===== src/ccpcap_cfg.svh =====
// Constants of the capture/compare/PWM control block: offsets, codes, reset values.
// Assumes a 32-bit Avalon-MM slave with byte addresses and one word per register.
`ifndef CCPCAP_CFG_SVH
`define CCPCAP_CFG_SVH

// Register byte offsets.
`define CCPCAP_OFF_CTRL   5'h00
`define CCPCAP_OFF_CAPLO  5'h04
`define CCPCAP_OFF_CAPHI  5'h08
`define CCPCAP_OFF_FLAG   5'h0c
`define CCPCAP_OFF_MASK   5'h10
`define CCPCAP_OFF_TIMER  5'h14

// Mode field codes.
`define CCPCAP_MODE_OFF    4'h0
`define CCPCAP_MODE_FALL   4'h4
`define CCPCAP_MODE_RISE   4'h5
`define CCPCAP_MODE_RISE4  4'h6
`define CCPCAP_MODE_RISE16 4'h7
`define CCPCAP_MODE_CMPSW  4'h2
`define CCPCAP_TOP_CAPTURE 2'h1
`define CCPCAP_TOP_COMPARE 2'h2
`define CCPCAP_TOP_PWM     2'h3

// Prescale terminal counts, clear value and step.
`define CCPCAP_PRE4_LAST  2'h3
`define CCPCAP_PRE16_LAST 4'hf
`define CCPCAP_PRE_ZERO   4'h0
`define CCPCAP_PRE_ONE    4'h1

// Field positions and reset values.
`define CCPCAP_FLAG_BIT   0
`define CCPCAP_CTRL_RST   6'h00
`define CCPCAP_BYTE_RST   8'h00
`define CCPCAP_WORD_ZERO  32'h0000_0000
`define CCPCAP_DUTY_RST   10'h000

`endif


===== src/ccpcap_pkg.sv =====
// Types shared by the capture/compare/PWM control block.
// Assumes ccpcap_cfg.svh supplies the numeric constants.
package ccpcap_pkg;

  // Operating class selected by the mode field.
  typedef enum logic [2:0] {
    ccpcap_off,
    ccpcap_capture,
    ccpcap_compare,
    ccpcap_pwm,
    ccpcap_reserved
  } ccpcap_kind_t;

  // Bus answer sequence.
  typedef enum logic {
    ccpcap_bus_wait,
    ccpcap_bus_ack
  } ccpcap_bus_t;

  // Control register content.
  typedef struct packed {
    logic [1:0] duty_low;
    logic [3:0] mode;
  } ccpcap_ctrl_t;

  // Captured 16-bit value as a byte pair.
  typedef struct packed {
    logic [7:0] high;
    logic [7:0] low;
  } ccpcap_pair_t;

endpackage


===== src/ccpcap_edge_presc.sv =====
// Capture pin edge detector and capture prescale counter.
// Assumes the capture pin is synchronous to i_clk.
`timescale 1ns/1ps
`include "ccpcap_cfg.svh"

module ccpcap_edge_presc (
  input  wire logic       i_clk,
  input  wire logic       i_rst,
  input  wire logic       i_pin,
  input  wire logic [3:0] i_mode,
  output logic            o_event
);

  logic       pin_prev;
  logic       next_pin_prev;
  logic [3:0] count;
  logic [3:0] next_count;
  logic       rise;
  logic       fall;
  logic       is_capture;

  assign rise       = i_pin & ~pin_prev;
  assign fall       = ~i_pin & pin_prev;
  assign is_capture = (i_mode[3:2] == `CCPCAP_TOP_CAPTURE);

  // Count rising edges in any capture mode, cleared otherwise.
  always_comb begin
    next_pin_prev = i_pin;
    next_count    = count;
    if (!is_capture) begin
      next_count = `CCPCAP_PRE_ZERO;
    end else if (rise) begin
      next_count = count + `CCPCAP_PRE_ONE;
    end
  end

  // Select which edge counts as a capture.
  always_comb begin
    unique case (i_mode)
      `CCPCAP_MODE_FALL:   o_event = fall;
      `CCPCAP_MODE_RISE:   o_event = rise;
      `CCPCAP_MODE_RISE4:  o_event = rise && (count[1:0] == `CCPCAP_PRE4_LAST);
      `CCPCAP_MODE_RISE16: o_event = rise && (count == `CCPCAP_PRE16_LAST);
      default:             o_event = 1'b0;
    endcase
  end

  // Register the edge history and the prescale count.
  always_ff @(posedge i_clk or posedge i_rst) begin
    if (i_rst) begin
      pin_prev <= 1'b0;
      count    <= `CCPCAP_PRE_ZERO;
    end else begin
      pin_prev <= next_pin_prev;
      count    <= next_count;
    end
  end
endmodule // ccpcap_edge_presc


===== src/ccpcap_top.sv =====
// Capture/compare/PWM control block with its capture path and register file.
// Assumes an Avalon-MM master, a first timer count and capture pin synchronous to i_clk.
//
// The Avalon-MM interface to the registers and the register offsets were decided locally.
`timescale 1ns/1ps
`include "ccpcap_cfg.svh"

module ccpcap_top (
  input  wire logic        i_clk,
  input  wire logic        i_rst,
  input  wire logic [4:0]  i_avs_address,
  input  wire logic        i_avs_read,
  input  wire logic        i_avs_write,
  input  wire logic [31:0] i_avs_writedata,
  input  wire logic [3:0]  i_avs_byteenable,
  output logic [31:0]      o_avs_readdata,
  output logic             o_avs_waitrequest,
  input  wire logic [15:0] i_first_timer_count,
  input  wire logic        i_capture_pin,
  output logic             o_irq,
  output logic             o_use_second_timer,
  output logic             o_capture_active,
  output logic [9:0]       o_pwm_duty
);

  // Register state.
  ccpcap_pkg::ccpcap_ctrl_t capture_compare_control;
  ccpcap_pkg::ccpcap_ctrl_t next_capture_compare_control;
  ccpcap_pkg::ccpcap_pair_t capture_value;
  ccpcap_pkg::ccpcap_pair_t next_capture_value;
  logic                     capture_event_flag;
  logic                     next_capture_event_flag;
  logic                     capture_event_mask;
  logic                     next_capture_event_mask;
  ccpcap_pkg::ccpcap_bus_t  bus_state;
  ccpcap_pkg::ccpcap_bus_t  next_bus_state;
  logic [31:0]              readdata;
  logic [31:0]              next_readdata;
  logic                     use_second_timer;
  logic                     next_use_second_timer;
  logic                     capture_active;
  logic                     next_capture_active;
  logic [9:0]               pwm_duty;
  logic [9:0]               next_pwm_duty;

  // Decoded helpers.
  ccpcap_pkg::ccpcap_kind_t kind;
  logic                     request;
  logic                     do_write;
  logic                     capture_event;
  logic                     flag_clear;

  // Classify the mode field.
  always_comb begin
    unique case (capture_compare_control.mode[3:2])
      2'h0: begin
        if (capture_compare_control.mode == `CCPCAP_MODE_OFF) begin
          kind = ccpcap_pkg::ccpcap_off;
        end else if (capture_compare_control.mode == `CCPCAP_MODE_CMPSW) begin
          kind = ccpcap_pkg::ccpcap_compare;
        end else begin
          kind = ccpcap_pkg::ccpcap_reserved;
        end
      end
      `CCPCAP_TOP_CAPTURE: kind = ccpcap_pkg::ccpcap_capture;
      `CCPCAP_TOP_COMPARE: kind = ccpcap_pkg::ccpcap_compare;
      `CCPCAP_TOP_PWM:     kind = ccpcap_pkg::ccpcap_pwm;
    endcase
  end

  // Edge selection and prescaling of the capture pin.
  ccpcap_edge_presc u_edge (
    .i_clk   (i_clk),
    .i_rst   (i_rst),
    .i_pin   (i_capture_pin),
    .i_mode  (capture_compare_control.mode),
    .o_event (capture_event)
  );

  // Bus handshake: one wait cycle, write commits on the acknowledge edge.
  assign request           = i_avs_read | i_avs_write;
  assign o_avs_waitrequest = request && (bus_state == ccpcap_pkg::ccpcap_bus_wait);
  assign do_write          = i_avs_write && (bus_state == ccpcap_pkg::ccpcap_bus_ack);
  assign flag_clear        = do_write && (i_avs_address == `CCPCAP_OFF_FLAG) &&
                             i_avs_byteenable[0] && i_avs_writedata[`CCPCAP_FLAG_BIT];

  // Next bus state and read data.
  always_comb begin
    next_bus_state = ccpcap_pkg::ccpcap_bus_wait;
    next_readdata  = readdata;
    if (request && bus_state == ccpcap_pkg::ccpcap_bus_wait) begin
      next_bus_state = ccpcap_pkg::ccpcap_bus_ack;
      next_readdata  = `CCPCAP_WORD_ZERO;
      unique case (i_avs_address)
        `CCPCAP_OFF_CTRL:  next_readdata[5:0]  = capture_compare_control;
        `CCPCAP_OFF_CAPLO: next_readdata[7:0]  = capture_value.low;
        `CCPCAP_OFF_CAPHI: next_readdata[7:0]  = capture_value.high;
        `CCPCAP_OFF_FLAG:  next_readdata[0]    = capture_event_flag;
        `CCPCAP_OFF_MASK:  next_readdata[0]    = capture_event_mask;
        `CCPCAP_OFF_TIMER: next_readdata[15:0] = i_first_timer_count;
        default:           next_readdata       = `CCPCAP_WORD_ZERO;
      endcase
    end
  end

  // Next control and capture register values.
  always_comb begin
    next_capture_compare_control = capture_compare_control;
    next_capture_value           = capture_value;
    next_capture_event_mask      = capture_event_mask;
    if (do_write && i_avs_byteenable[0]) begin
      unique case (i_avs_address)
        `CCPCAP_OFF_CTRL:  next_capture_compare_control = i_avs_writedata[5:0];
        `CCPCAP_OFF_CAPLO: next_capture_value.low       = i_avs_writedata[7:0];
        `CCPCAP_OFF_CAPHI: next_capture_value.high      = i_avs_writedata[7:0];
        `CCPCAP_OFF_MASK:  next_capture_event_mask      = i_avs_writedata[0];
        default:           next_capture_value           = capture_value;
      endcase
    end
    // A capture overwrites the pair, winning over a software write.
    if (capture_event && kind == ccpcap_pkg::ccpcap_capture) begin
      next_capture_value = i_first_timer_count;
    end
  end

  // Next flag: a capture wins over a same-cycle clear.
  always_comb begin
    next_capture_event_flag = capture_event_flag;
    if (flag_clear) begin
      next_capture_event_flag = 1'b0;
    end
    if (capture_event) begin
      next_capture_event_flag = 1'b1;
    end
  end

  // Next outputs toward the timers and PWM generator.
  always_comb begin
    next_use_second_timer = (kind == ccpcap_pkg::ccpcap_pwm);
    next_capture_active   = (kind == ccpcap_pkg::ccpcap_capture);
    next_pwm_duty         = pwm_duty;
    if (kind == ccpcap_pkg::ccpcap_pwm) begin
      next_pwm_duty = {capture_value.low, capture_compare_control.duty_low};
    end
  end

  // Register all state.
  always_ff @(posedge i_clk or posedge i_rst) begin
    if (i_rst) begin
      capture_compare_control <= `CCPCAP_CTRL_RST;
      capture_value           <= {`CCPCAP_BYTE_RST, `CCPCAP_BYTE_RST};
      capture_event_flag      <= 1'b0;
      capture_event_mask      <= 1'b0;
      bus_state               <= ccpcap_pkg::ccpcap_bus_wait;
      readdata                <= `CCPCAP_WORD_ZERO;
      use_second_timer        <= 1'b0;
      capture_active          <= 1'b0;
      pwm_duty                <= `CCPCAP_DUTY_RST;
    end else begin
      capture_compare_control <= next_capture_compare_control;
      capture_value           <= next_capture_value;
      capture_event_flag      <= next_capture_event_flag;
      capture_event_mask      <= next_capture_event_mask;
      bus_state               <= next_bus_state;
      readdata                <= next_readdata;
      use_second_timer        <= next_use_second_timer;
      capture_active          <= next_capture_active;
      pwm_duty                <= next_pwm_duty;
    end
  end

  // Outputs.
  assign o_avs_readdata     = readdata;
  assign o_irq              = capture_event_flag & capture_event_mask;
  assign o_use_second_timer = use_second_timer;
  assign o_capture_active   = capture_active;
  assign o_pwm_duty         = pwm_duty;
endmodule // ccpcap_top


===== config.mk =====
export PLATFORM = sky130hd
export DESIGN_NAME = ccpcap_top
export DESIGN_NICKNAME = d
export VERILOG_FILES = /design/src/ccpcap_pkg.sv /design/src/ccpcap_edge_presc.sv /design/src/ccpcap_top.sv
export VERILOG_INCLUDE_DIRS = /design/src
export SDC_FILE = /design/constraint.sdc
export NUM_CORES = 1
export LEC_CHECK = 0
export CAP_MARGIN = 25
export CORE_AREA = 2 2 73 75
export CTS_CLUSTER_SIZE = 28
export DETAILED_ROUTE_END_ITERATION = 10
export DIE_AREA = 0 0 75 77
export DONT_BUFFER_PORTS = 1
export HOLD_SLACK_MARGIN = 0.1
export PLACE_DENSITY = 0.78
export SKIP_LAST_GASP = 1
export SLEW_MARGIN = 10
export SYNTH_ARGS = -nofsm -noshare
export SYNTH_HDL_FRONTEND = slang
export SYNTH_SLANG_ARGS = --single-unit

===== constraint.sdc =====
create_clock -name i_clk -period 4 [get_ports i_clk]
set_input_delay 0.8 -clock i_clk [delete_from_list [all_inputs] [get_ports i_clk]]
set_output_delay 0.8 -clock i_clk [all_outputs]
set_load 0.05 [all_outputs]

==> parameters.txt, run 1 <==
Parameter                              Value

Outcome
  Status    finished, final reports clean

Worst hold path
  Path class of the lowest-slack min-delay path    in2async

Placement
  Post-detail-place hpwl    4100 microns
  Post-placement cell area    roughly 0.0029 sq mm
  Post-placement setup slack    1240 ps
  Number of I/O port buffers    0
  Placer congestion estimate    0.776

Floorplan
  Core Region    0.00498 sq mm
  Width of the die    between 70 and 80 microns
  Die outline area    0.00578 sq mm
  Die H    about 77 microns
  Standard-cell row count    26
  Initial Util    58.0%
  # IOs    108

Worst setup path
  Slowest stage cell on the critical path    sky130_fd_sc_hd__o21bai_1
  Critical path peak fanout    12
  Data required time of the worst path    approximately 3200 ps
  Critical Path End Type    output pin
  Biggest cell delay along the critical path    ~710 ps
  Worst path top cell family by delay    compound AO/OA/AOI/OAI gates
  Kind of launch point of the worst setup path    input port
  Worst EP arrival    just under 2000 ps
  Chain of cells forming the critical path    o21bai_1, clkinv_1, buf_4
  Startpoint-to-endpoint class of the critical path    in2out
  Number of buffer and inverter stages on the critical path    2

Power and ir drop
  Cell-internal power    0.00114 W
  Peak supply drop    0.333 mV
  Total power draw    0.00156 W
  Leakage power of the design    approximately 1.5 nW
  Switching portion of total power    27.4%
  Power share of the sequential group    just under 50%
  Net switching power    0.000428 W
  Part of the total power dissipated in the clock network    a little over a third
  Power Dens Cells    between 500 and 600 mW/mm^2
  Comb power frac    roughly 16%

Finish
  Design Area, Final    around 0.0031 sq mm
  Share of layout cells above drive strength 1    approximately 29%
  Net count reported at finish    roughly 310
  Antenna diode count    0
  Area grow syn2layout    7.07%
  Final core utilization    about 62%

Logic synthesis
  Ranking of synthesized cells by area    sky130_fd_sc_hd__dfrtp_1 (50%), sky130_fd_sc_hd__mux2_2 (13%), sky130_fd_sc_hd__mux2_4 (8.3%)
  Main flop type after synthesis    sky130_fd_sc_hd__dfrtp_1
  Distinct cell type count of the synthesized netlist    37
  Total of flip-flops plus latches after synthesis    a little under 60
  Cell area after synthesis    between 0.002 and 0.003 sq mm
  Commonest cells in the synthesized netlist    sky130_fd_sc_hd__dfrtp_1 (58), sky130_fd_sc_hd__mux2_2 (33), sky130_fd_sc_hd__buf_4 (16), sky130_fd_sc_hd__mux2_4 (16), sky130_fd_sc_hd__nand2_1 (16)
  Post-synthesis instance total    ~240
  Area leader, netlist    sky130_fd_sc_hd__dfrtp_1
  Share of synthesized flip-flops with an asynchronous set or reset    between 90% and 100%
  Number of flops mapped to enable cells by yosys    0
  Per-instance average area after synthesis    approximately 12 sq um
  Total number of yosys warnings    0
  Area fraction of the dominant cell type after synthesis    between 50% and 60%
  Cell with the most instances after synthesis    sky130_fd_sc_hd__dfrtp_1
  Sequential element share of the synthesized area    50.3%

Detailed routing
  Routed wire length per instance    17.8 microns
  Post-route ant nets    0
  DR vias/cell    approximately 5.6
  Drc violations    0
  Routed vias    1,784
  Detailed Route Iter0 Violations    77
  Drt first pass iters    4
  Routed Wire Length    5640 microns

STA
  Final period utilization    between 60% and 70%
  Slew of the pin with the lowest slew margin    931 ps
  Number of pins exceeding their max-slew limit in the final report    0
  Minimum clock period    2730 ps
  Setup repair after global routing missed its margin    no
  Worst Setup Slack, final    approximately 1300 ps
  Relative slew slack    ~37%
  Final Hold Vio Count    0
  Total negative slack for setup checks    0 ps
  Final Setup Violations    0
  Highest clock frequency the design can meet    ~370 MHz
  Post-Route Skew    roughly 6.9 ps

CTS
  Maximum clock path buffer count    2
  Clock insertion delay at the later pin of the skew report    330 ps
  Number of buffers added by the clock tree synthesis step    9
  Cell at the root of the clock tree    sky130_fd_sc_hd__clkbuf_8
  Post-cts repair resize count    0
  Clock-pin transition on the worst setup and hold timing paths    60 ps
  CTS HTree Levels    3
  Setup Buffers After CTS    0
  # clock sinks    58
  TritonCTS clock tree    done
  Count of hold-fix buffers inserted at cts    0

GRT
  Antenna violations before repair    0
  Largest net degree at the start of global routing    between 40 and 50
  Overflow left after global routing    0
  Global Route Usage Sum    22.0%
  Number of global-route vias before repair    1,859
  Global-route wire length before repair    approximately 9400 microns

Flow run
  Number of max-cap violations    0
==> sequential cells by signal, summed over array words and instances, names as in the netlist <==
signal,flops
capture_value,16
capture_event_mask,1
o_pwm_duty,10
capture_compare_control,6
bus_state,1
capture_event_flag,1
o_avs_readdata,16
u_edge.pin_prev,1
o_use_second_timer,1
o_capture_active,1
u_edge.count,4
==> per-stage QoR <==
step | hold WS [ps] | instances
2_1_floorplan | 477 | 254
3_3_place_gp | 491 | 301
3_5_place_dp | 502 | 301
4_1_cts | 490 | 316
5_1_grt | 478 | 316
6_report | 499 | 316
==> layer usage <==
metal  GRT usage [%]  wire length (microns)  vias up
met4            9.11                    123        0
met1            26.9                   2270      882
met3            9.07                    505       15
li1                -                      -      819
met2            34.0                   2740       68
met5               0                      0        -
==> cells in the final DEF, fill, tap and decap left out, types with 2 or more instances in the layout <==
cell,n
sky130_fd_sc_hd__mux2i_1,9
sky130_fd_sc_hd__nor2_1,12
sky130_fd_sc_hd__mux2_2,33
sky130_fd_sc_hd__or3_1,2
sky130_fd_sc_hd__nand3_1,14
sky130_fd_sc_hd__a22o_1,8
sky130_fd_sc_hd__nor3_1,3
sky130_fd_sc_hd__o21ai_0,8
sky130_fd_sc_hd__nand2_1,16
sky130_fd_sc_hd__mux2_4,16
sky130_fd_sc_hd__buf_4,4
sky130_fd_sc_hd__dfrtp_1,58
sky130_fd_sc_hd__inv_1,3
sky130_fd_sc_hd__nor2b_1,2
sky130_fd_sc_hd__conb_1,16
sky130_fd_sc_hd__a21oi_1,5
sky130_fd_sc_hd__clkbuf_8,12
sky130_fd_sc_hd__nand4_1,2
sky130_fd_sc_hd__or4_1,2
sky130_fd_sc_hd__xor2_1,2
==> cell type report <==
type / instances / area (sq um)
multi-input cells: 164 / 1300
fillers: 404 / 1890
inverters: 5 / 18.8
flip-flops and latches: 58 / 1450
well taps: 70 / 87.6
repair buffers: 4 / 30.0
clock inverters: 2 / 35.0
clock buffers: 13 / 169
==> kinds of logic after synthesis <==
kind of cell    synth area share (%)
flops                           50.3
buf+inv                         6.85
simple gates                    10.3
mux                             25.1
xor+xnor                       0.911
fa+ha+maj                      0.434
other cells                    0.130
compound gates                  5.98
==> path summary, 6_finish.rpt <==
check / startpoint / end / slack (ps) / cells past startpoint
setup / recovery: i_avs_write / o_avs_waitrequest / 1270 / 3
hold / removal: i_rst / o_pwm_duty[6] / 500 / 1
setup reg to reg: bus_state / o_avs_readdata[12] / 2080 / 3
hold reg to reg: capture_value[10] / o_avs_readdata[2] / 520 / 2
max in group asynchronous: i_rst / capture_value[14] / 2720 / 2
min in group i_clk: i_capture_pin / u_edge.pin_prev / 500 / 0
==> power by group through the flow <==
stage / Clock (W) / Sequential [W] / Combinational [W]
2_1_floorplan: 0 / 0.000754 / 0.000244
3_3_place_gp: 0 / 0.000769 / 0.000244
3_5_place_dp: 0 / 0.000774 / 0.000255
4_1_cts: 0.000554 / 0.000764 / 0.000255
5_1_grt: 0.000586 / 0.000774 / 0.000277
6_report: 0.000546 / 0.000765 / 0.000253
==> worst reg2reg max path, cell delays in order, from the launching register on <==
cell and delay (ps):
sky130_fd_sc_hd__dfrtp_1 370, sky130_fd_sc_hd__o21bai_1 380, sky130_fd_sc_hd__nor3_1 860, sky130_fd_sc_hd__a22o_1 250
(Power assumes the default switching activity.)
==> run 2, diff against run 1 <==
- ABC_AREA: not set -> 1
- CORE_AREA: 2 2 73 75 -> 2 2 76 78
- DIE_AREA: 0 0 75 77 -> 0 0 78 80
- clock period: 4 -> 2.3 ns (I/O delays scaled with it)
==> run 2 against run 1 <==
  * Critical endpoint is now capture_value[11]
  * Synthesized cell count is 49% higher
  * Die area is 8.1% higher
  * Count of clock-buffer cells in the layout down 1
  * Final area increased by 2.9%
  * Largest cell class unchanged
  * Worst hold slack got worse by 350 ps
  * Highest routed layer unchanged
  * Combinational power is 130% higher
==> parameters.txt, run 2 <==
Parameter                              Value

Logic synthesis
  Simple-gate share of the synthesized area    31.3% (was 10.3%)
  Post-synthesis instance total    356 (was 239)
  Sequential element share of the synthesized area    48.4% (was 50.3%)
  Per-instance average area after synthesis    8.42 sq um (was 12.1 sq um)
  Area fraction of the dominant cell type after synthesis    48.4% (was 50.3%)
  Main flop type after synthesis    sky130_fd_sc_hd__dfrtp_1 (unchanged)
  Main combinational cell family by area after synthesis    simple AND/OR/NAND/NOR gates (was multiplexers)
  Area leader, netlist    sky130_fd_sc_hd__dfrtp_1 (unchanged)
  XOR/XNOR share of the synthesized area    0% (was 0.911%)
  Share of cell area taken by muxes after synthesis    1.00% (was 25.1%)
  Commonest cells in the synthesized netlist    sky130_fd_sc_hd__nand2_1 (75), sky130_fd_sc_hd__nand3_1 (75), sky130_fd_sc_hd__dfrtp_1 (58) (was sky130_fd_sc_hd__dfrtp_1 (58), sky130_fd_sc_hd__mux2_2 (33), sky130_fd_sc_hd__buf_4 (16), sky130_fd_sc_hd__mux2_4 (16), sky130_fd_sc_hd__nand2_1 (16))
  Share of synthesized flip-flops with an asynchronous set or reset    100% (unchanged)
  Number of flops mapped to enable cells by yosys    0 (unchanged)
  Area fraction in compound gates after synthesis    7.38% (was 5.98%)
  Total of flip-flops plus latches after synthesis    58 (unchanged)
  Distinct cell type count of the synthesized netlist    31 (was 37)
  Total number of yosys warnings    0 (unchanged)
  Synthesized-area fraction occupied by adder cells    0.417% (was 0.434%)
  Cell area after synthesis    0.00300 sq mm (was 0.00289 sq mm)
  Ranking of synthesized cells by area    sky130_fd_sc_hd__dfrtp_1 (48%), sky130_fd_sc_hd__nand3_1 (13%), sky130_fd_sc_hd__nand2_1 (9.4%) (was sky130_fd_sc_hd__dfrtp_1 (50%), sky130_fd_sc_hd__mux2_2 (13%), sky130_fd_sc_hd__mux2_4 (8.3%))

Finish
  Area grow syn2layout    6.01% (was 7.07%)
  Net count reported at finish    422 (was 305)
  Antenna diode count    0 (unchanged)
  Top library cells by usage in the layout, fill and taps aside    sky130_fd_sc_hd__nand2_1 (75), sky130_fd_sc_hd__nand3_1 (75), sky130_fd_sc_hd__dfrtp_1 (58) (was sky130_fd_sc_hd__dfrtp_1 (58), sky130_fd_sc_hd__mux2_2 (33), sky130_fd_sc_hd__nand2_1 (16), sky130_fd_sc_hd__mux2_4 (16), sky130_fd_sc_hd__conb_1 (16))
  Area used by multi-input combinational logic    0.00126 sq mm (was 0.00130 sq mm)
  Number of filler cells placed in the layout    482 (was 404)
  Final core utilization    58.8% (was 62.1%)
  Area occupied by registers    0.00145 sq mm (unchanged)
  Share of layout cells above drive strength 1    11.3% (was 29.3%)

Worst hold path
  Path class of the lowest-slack min-delay path    in2reg (was in2async)

STA
  Slew of the pin with the lowest slew margin    631 ps (was 931 ps)
  Setup repair after global routing missed its margin    no (unchanged)
  Final period utilization    79.7%
  Relative slew slack    57.9% (was 37.5%)
  Total negative slack for setup checks    0 ps (unchanged)
  Worst Setup Slack, final    468 ps (was 1270 ps)
  Number of pins exceeding their max-slew limit in the final report    0 (unchanged)
  Post-Route Skew    8.31 ps (was 6.86 ps)
  Final Setup Violations    0 (unchanged)
  Minimum clock period    roughly 1800 ps
  Highest clock frequency the design can meet    between 500 and 600 MHz
  Final Hold Vio Count    0 (unchanged)

CTS
  Number of buffers added by the clock tree synthesis step    9 (unchanged)
  Clock insertion delay at the later pin of the skew report    340 ps (was 330 ps)
  Maximum clock path buffer count    2 (unchanged)
  TritonCTS clock tree    done (unchanged)
  Post-cts repair resize count    0 (unchanged)
  CTS HTree Levels    3 (unchanged)
  Clock-pin transition on the worst setup and hold timing paths    60 ps (about the same)
  # clock sinks    58 (unchanged)
  Cell at the root of the clock tree    sky130_fd_sc_hd__clkbuf_8 (unchanged)
  Setup Buffers After CTS    0 (unchanged)

GRT
  Global-route wire length before repair    11,300 microns (was 9430 microns)
  Global Route Usage Sum    24.0% (was 22.0%)
  Number of global-route vias before repair    2,383 (was 1,859)
  Overflow left after global routing    0 (unchanged)
  Largest net degree at the start of global routing    34 (was 41)
  Antenna violations before repair    0 (unchanged)

Power and ir drop
  Total power draw    0.00325 W (was 0.00156 W)
  Peak supply drop    0.555 mV (was 0.333 mV)
  Power Dens Cells    1020 mW/mm^2 (was 506 mW/mm^2)
  Leakage power of the design    1.63 nW (was 1.54 nW)

Worst setup path
  Crit-path most repeated cell    sky130_fd_sc_hd__nand3_1
  Chain of cells forming the critical path    ha_1, inv_1, nor2_2, nand3_2, nand2_4, nand2_2, nand3_1, nand3_1 (was o21bai_1, clkinv_1, buf_4)
  Biggest cell delay along the critical path    390 ps (was 710 ps)
  Worst EP arrival    2050 ps (was 1930 ps)
  Worst path top cell family by delay    simple AND/OR/NAND/NOR gates (was compound AO/OA/AOI/OAI gates)
  Critical Path End Type    register (was output pin)
  Critical path peak fanout    33 (was 12)
  Kind of launch point of the worst setup path    register (was input port)
  Number of buffer and inverter stages on the critical path    1 (was 2)
  Startpoint-to-endpoint class of the critical path    reg2reg (was in2out)
  Data required time of the worst path    2520 ps (was 3200 ps)
  Slowest stage cell on the critical path    sky130_fd_sc_hd__dfrtp_1 (was sky130_fd_sc_hd__o21bai_1)

Floorplan
  Standard-cell row count    27 (was 26)
  Core Region    0.00541 sq mm (was 0.00498 sq mm)
  Initial Util    55.5% (was 58.0%)
  Die outline area    0.00624 sq mm (was 0.00578 sq mm)
  # IOs    108 (unchanged)
  Die H    80 microns (was 77 microns)
  Width of the die    78 microns (was 75 microns)

Placement
  Number of I/O port buffers    0 (unchanged)
  Post-detail-place hpwl    5070 microns (was 4100 microns)
  Post-placement setup slack    496 ps (was 1240 ps)
  Placer congestion estimate    0.830 (was 0.776)

Detailed routing
  DR vias/cell    5.65 (about the same)
  Routed vias    2,456 (was 1,784)
  Routed wire length per instance    16.2 microns (was 17.8 microns)
  Detailed Route Iter0 Violations    243 (was 77)
  Drt first pass iters    4 (unchanged)
  Routed Wire Length    7050 microns (was 5640 microns)
  Drc violations    0 (unchanged)
  Post-route ant nets    0 (unchanged)

Flow run
  Number of max-cap violations    0 (unchanged)

Outcome
  Status    finished, final reports clean (unchanged)
==> run 2: changes by cell type after synthesis, sizes merged, moves of 9 or more <==
cell,change
nand3,+64
inv,+32
o21ai,+27
nand2,+63
nand4,+10
mux2,-47
mux2i,-9
==> run 2: report_power, final <==
| part | total, W | internal (W) | switching [W] | leakage (nW) |
|---|---|---|---|---|
| Combinational | 0.000586 | 0.000194 | 0.000392 | 0.798 |
| Sequential | 0.00175 | 0.00128 | 0.000475 | 0.733 |
| Clock | 0.000910 | 0.000521 | 0.000390 | 0.0962 |
==> run 2: routing by layer <==
layer  track usage (%)  routed length (microns)  vias to the layer above
met2              37.9                     3360                      103
met5                 0                        0                        -
li1                  -                        -                     1155
met4              14.4                      216                        0
met1              29.6                     2850                     1178
met3              6.22                      610                       20
==> run 2: worst register-to-register path, stage by stage (launching register included) <==
cell and delay [ps]:
sky130_fd_sc_hd__dfrtp_1 390, sky130_fd_sc_hd__ha_1 180, sky130_fd_sc_hd__inv_1 50, sky130_fd_sc_hd__nor2_2 130, sky130_fd_sc_hd__nand3_2 100, sky130_fd_sc_hd__nand2_4 190, sky130_fd_sc_hd__nand2_2 380, sky130_fd_sc_hd__nand3_1 190
sky130_fd_sc_hd__nand3_1 90
==> run 2: cell families after synthesis <==
group	after synthesis
AND/OR/NAND/NOR	185
buffers and inverters	66
flip-flops	58
AO/OA/AOI/OAI	43
multiplexers	2
adder cells (fa/ha/maj)	1
other	1
==> run 2: timing repair <==
| action | in CTS | in global routing |
|---|---|---|
| hold buffers | 1 | 0 |
| endpoints found under the setup margin | 0 | 0 |
| hold endpoints to repair | 14 | 0 |
==> run 2: final timing paths <==
path,cells past startpoint,endpoint,slack (ps),from
setup / recovery,8,capture_value[11],470,u_edge.count[0]
hold / removal,0,u_edge.pin_prev,150,i_capture_pin
setup reg to reg,8,capture_value[11],470,u_edge.count[0]
hold reg to reg,1,u_edge.count[3],470,u_edge.count[3]
max in group asynchronous,3,capture_compare_control[0],950,i_rst
min in group asynchronous,2,o_pwm_duty[6],660,i_rst
==> run 2: area by class of cell <==
cell class	count	area share (%)
Clock inverter	3	1.26
Tap cell	72	2.83
Sequential cell	58	45.7
Inverter	37	4.49
Timing Repair Buffer	6	1.50
Multi-Input combinational cell	247	39.7
Clock buffer	12	4.57
==> run 2: stage by stage <==
step / cells / hold slack [ps] / cell area (sq um)
2_1_floorplan: 371 / 433 / 3060
3_3_place_gp: 419 / 448 / 2980
3_5_place_dp: 419 / 457 / 2980
4_1_cts: 435 / 139 / 3180
5_1_grt: 435 / 139 / 3180
6_report: 435 / 149 / 3180
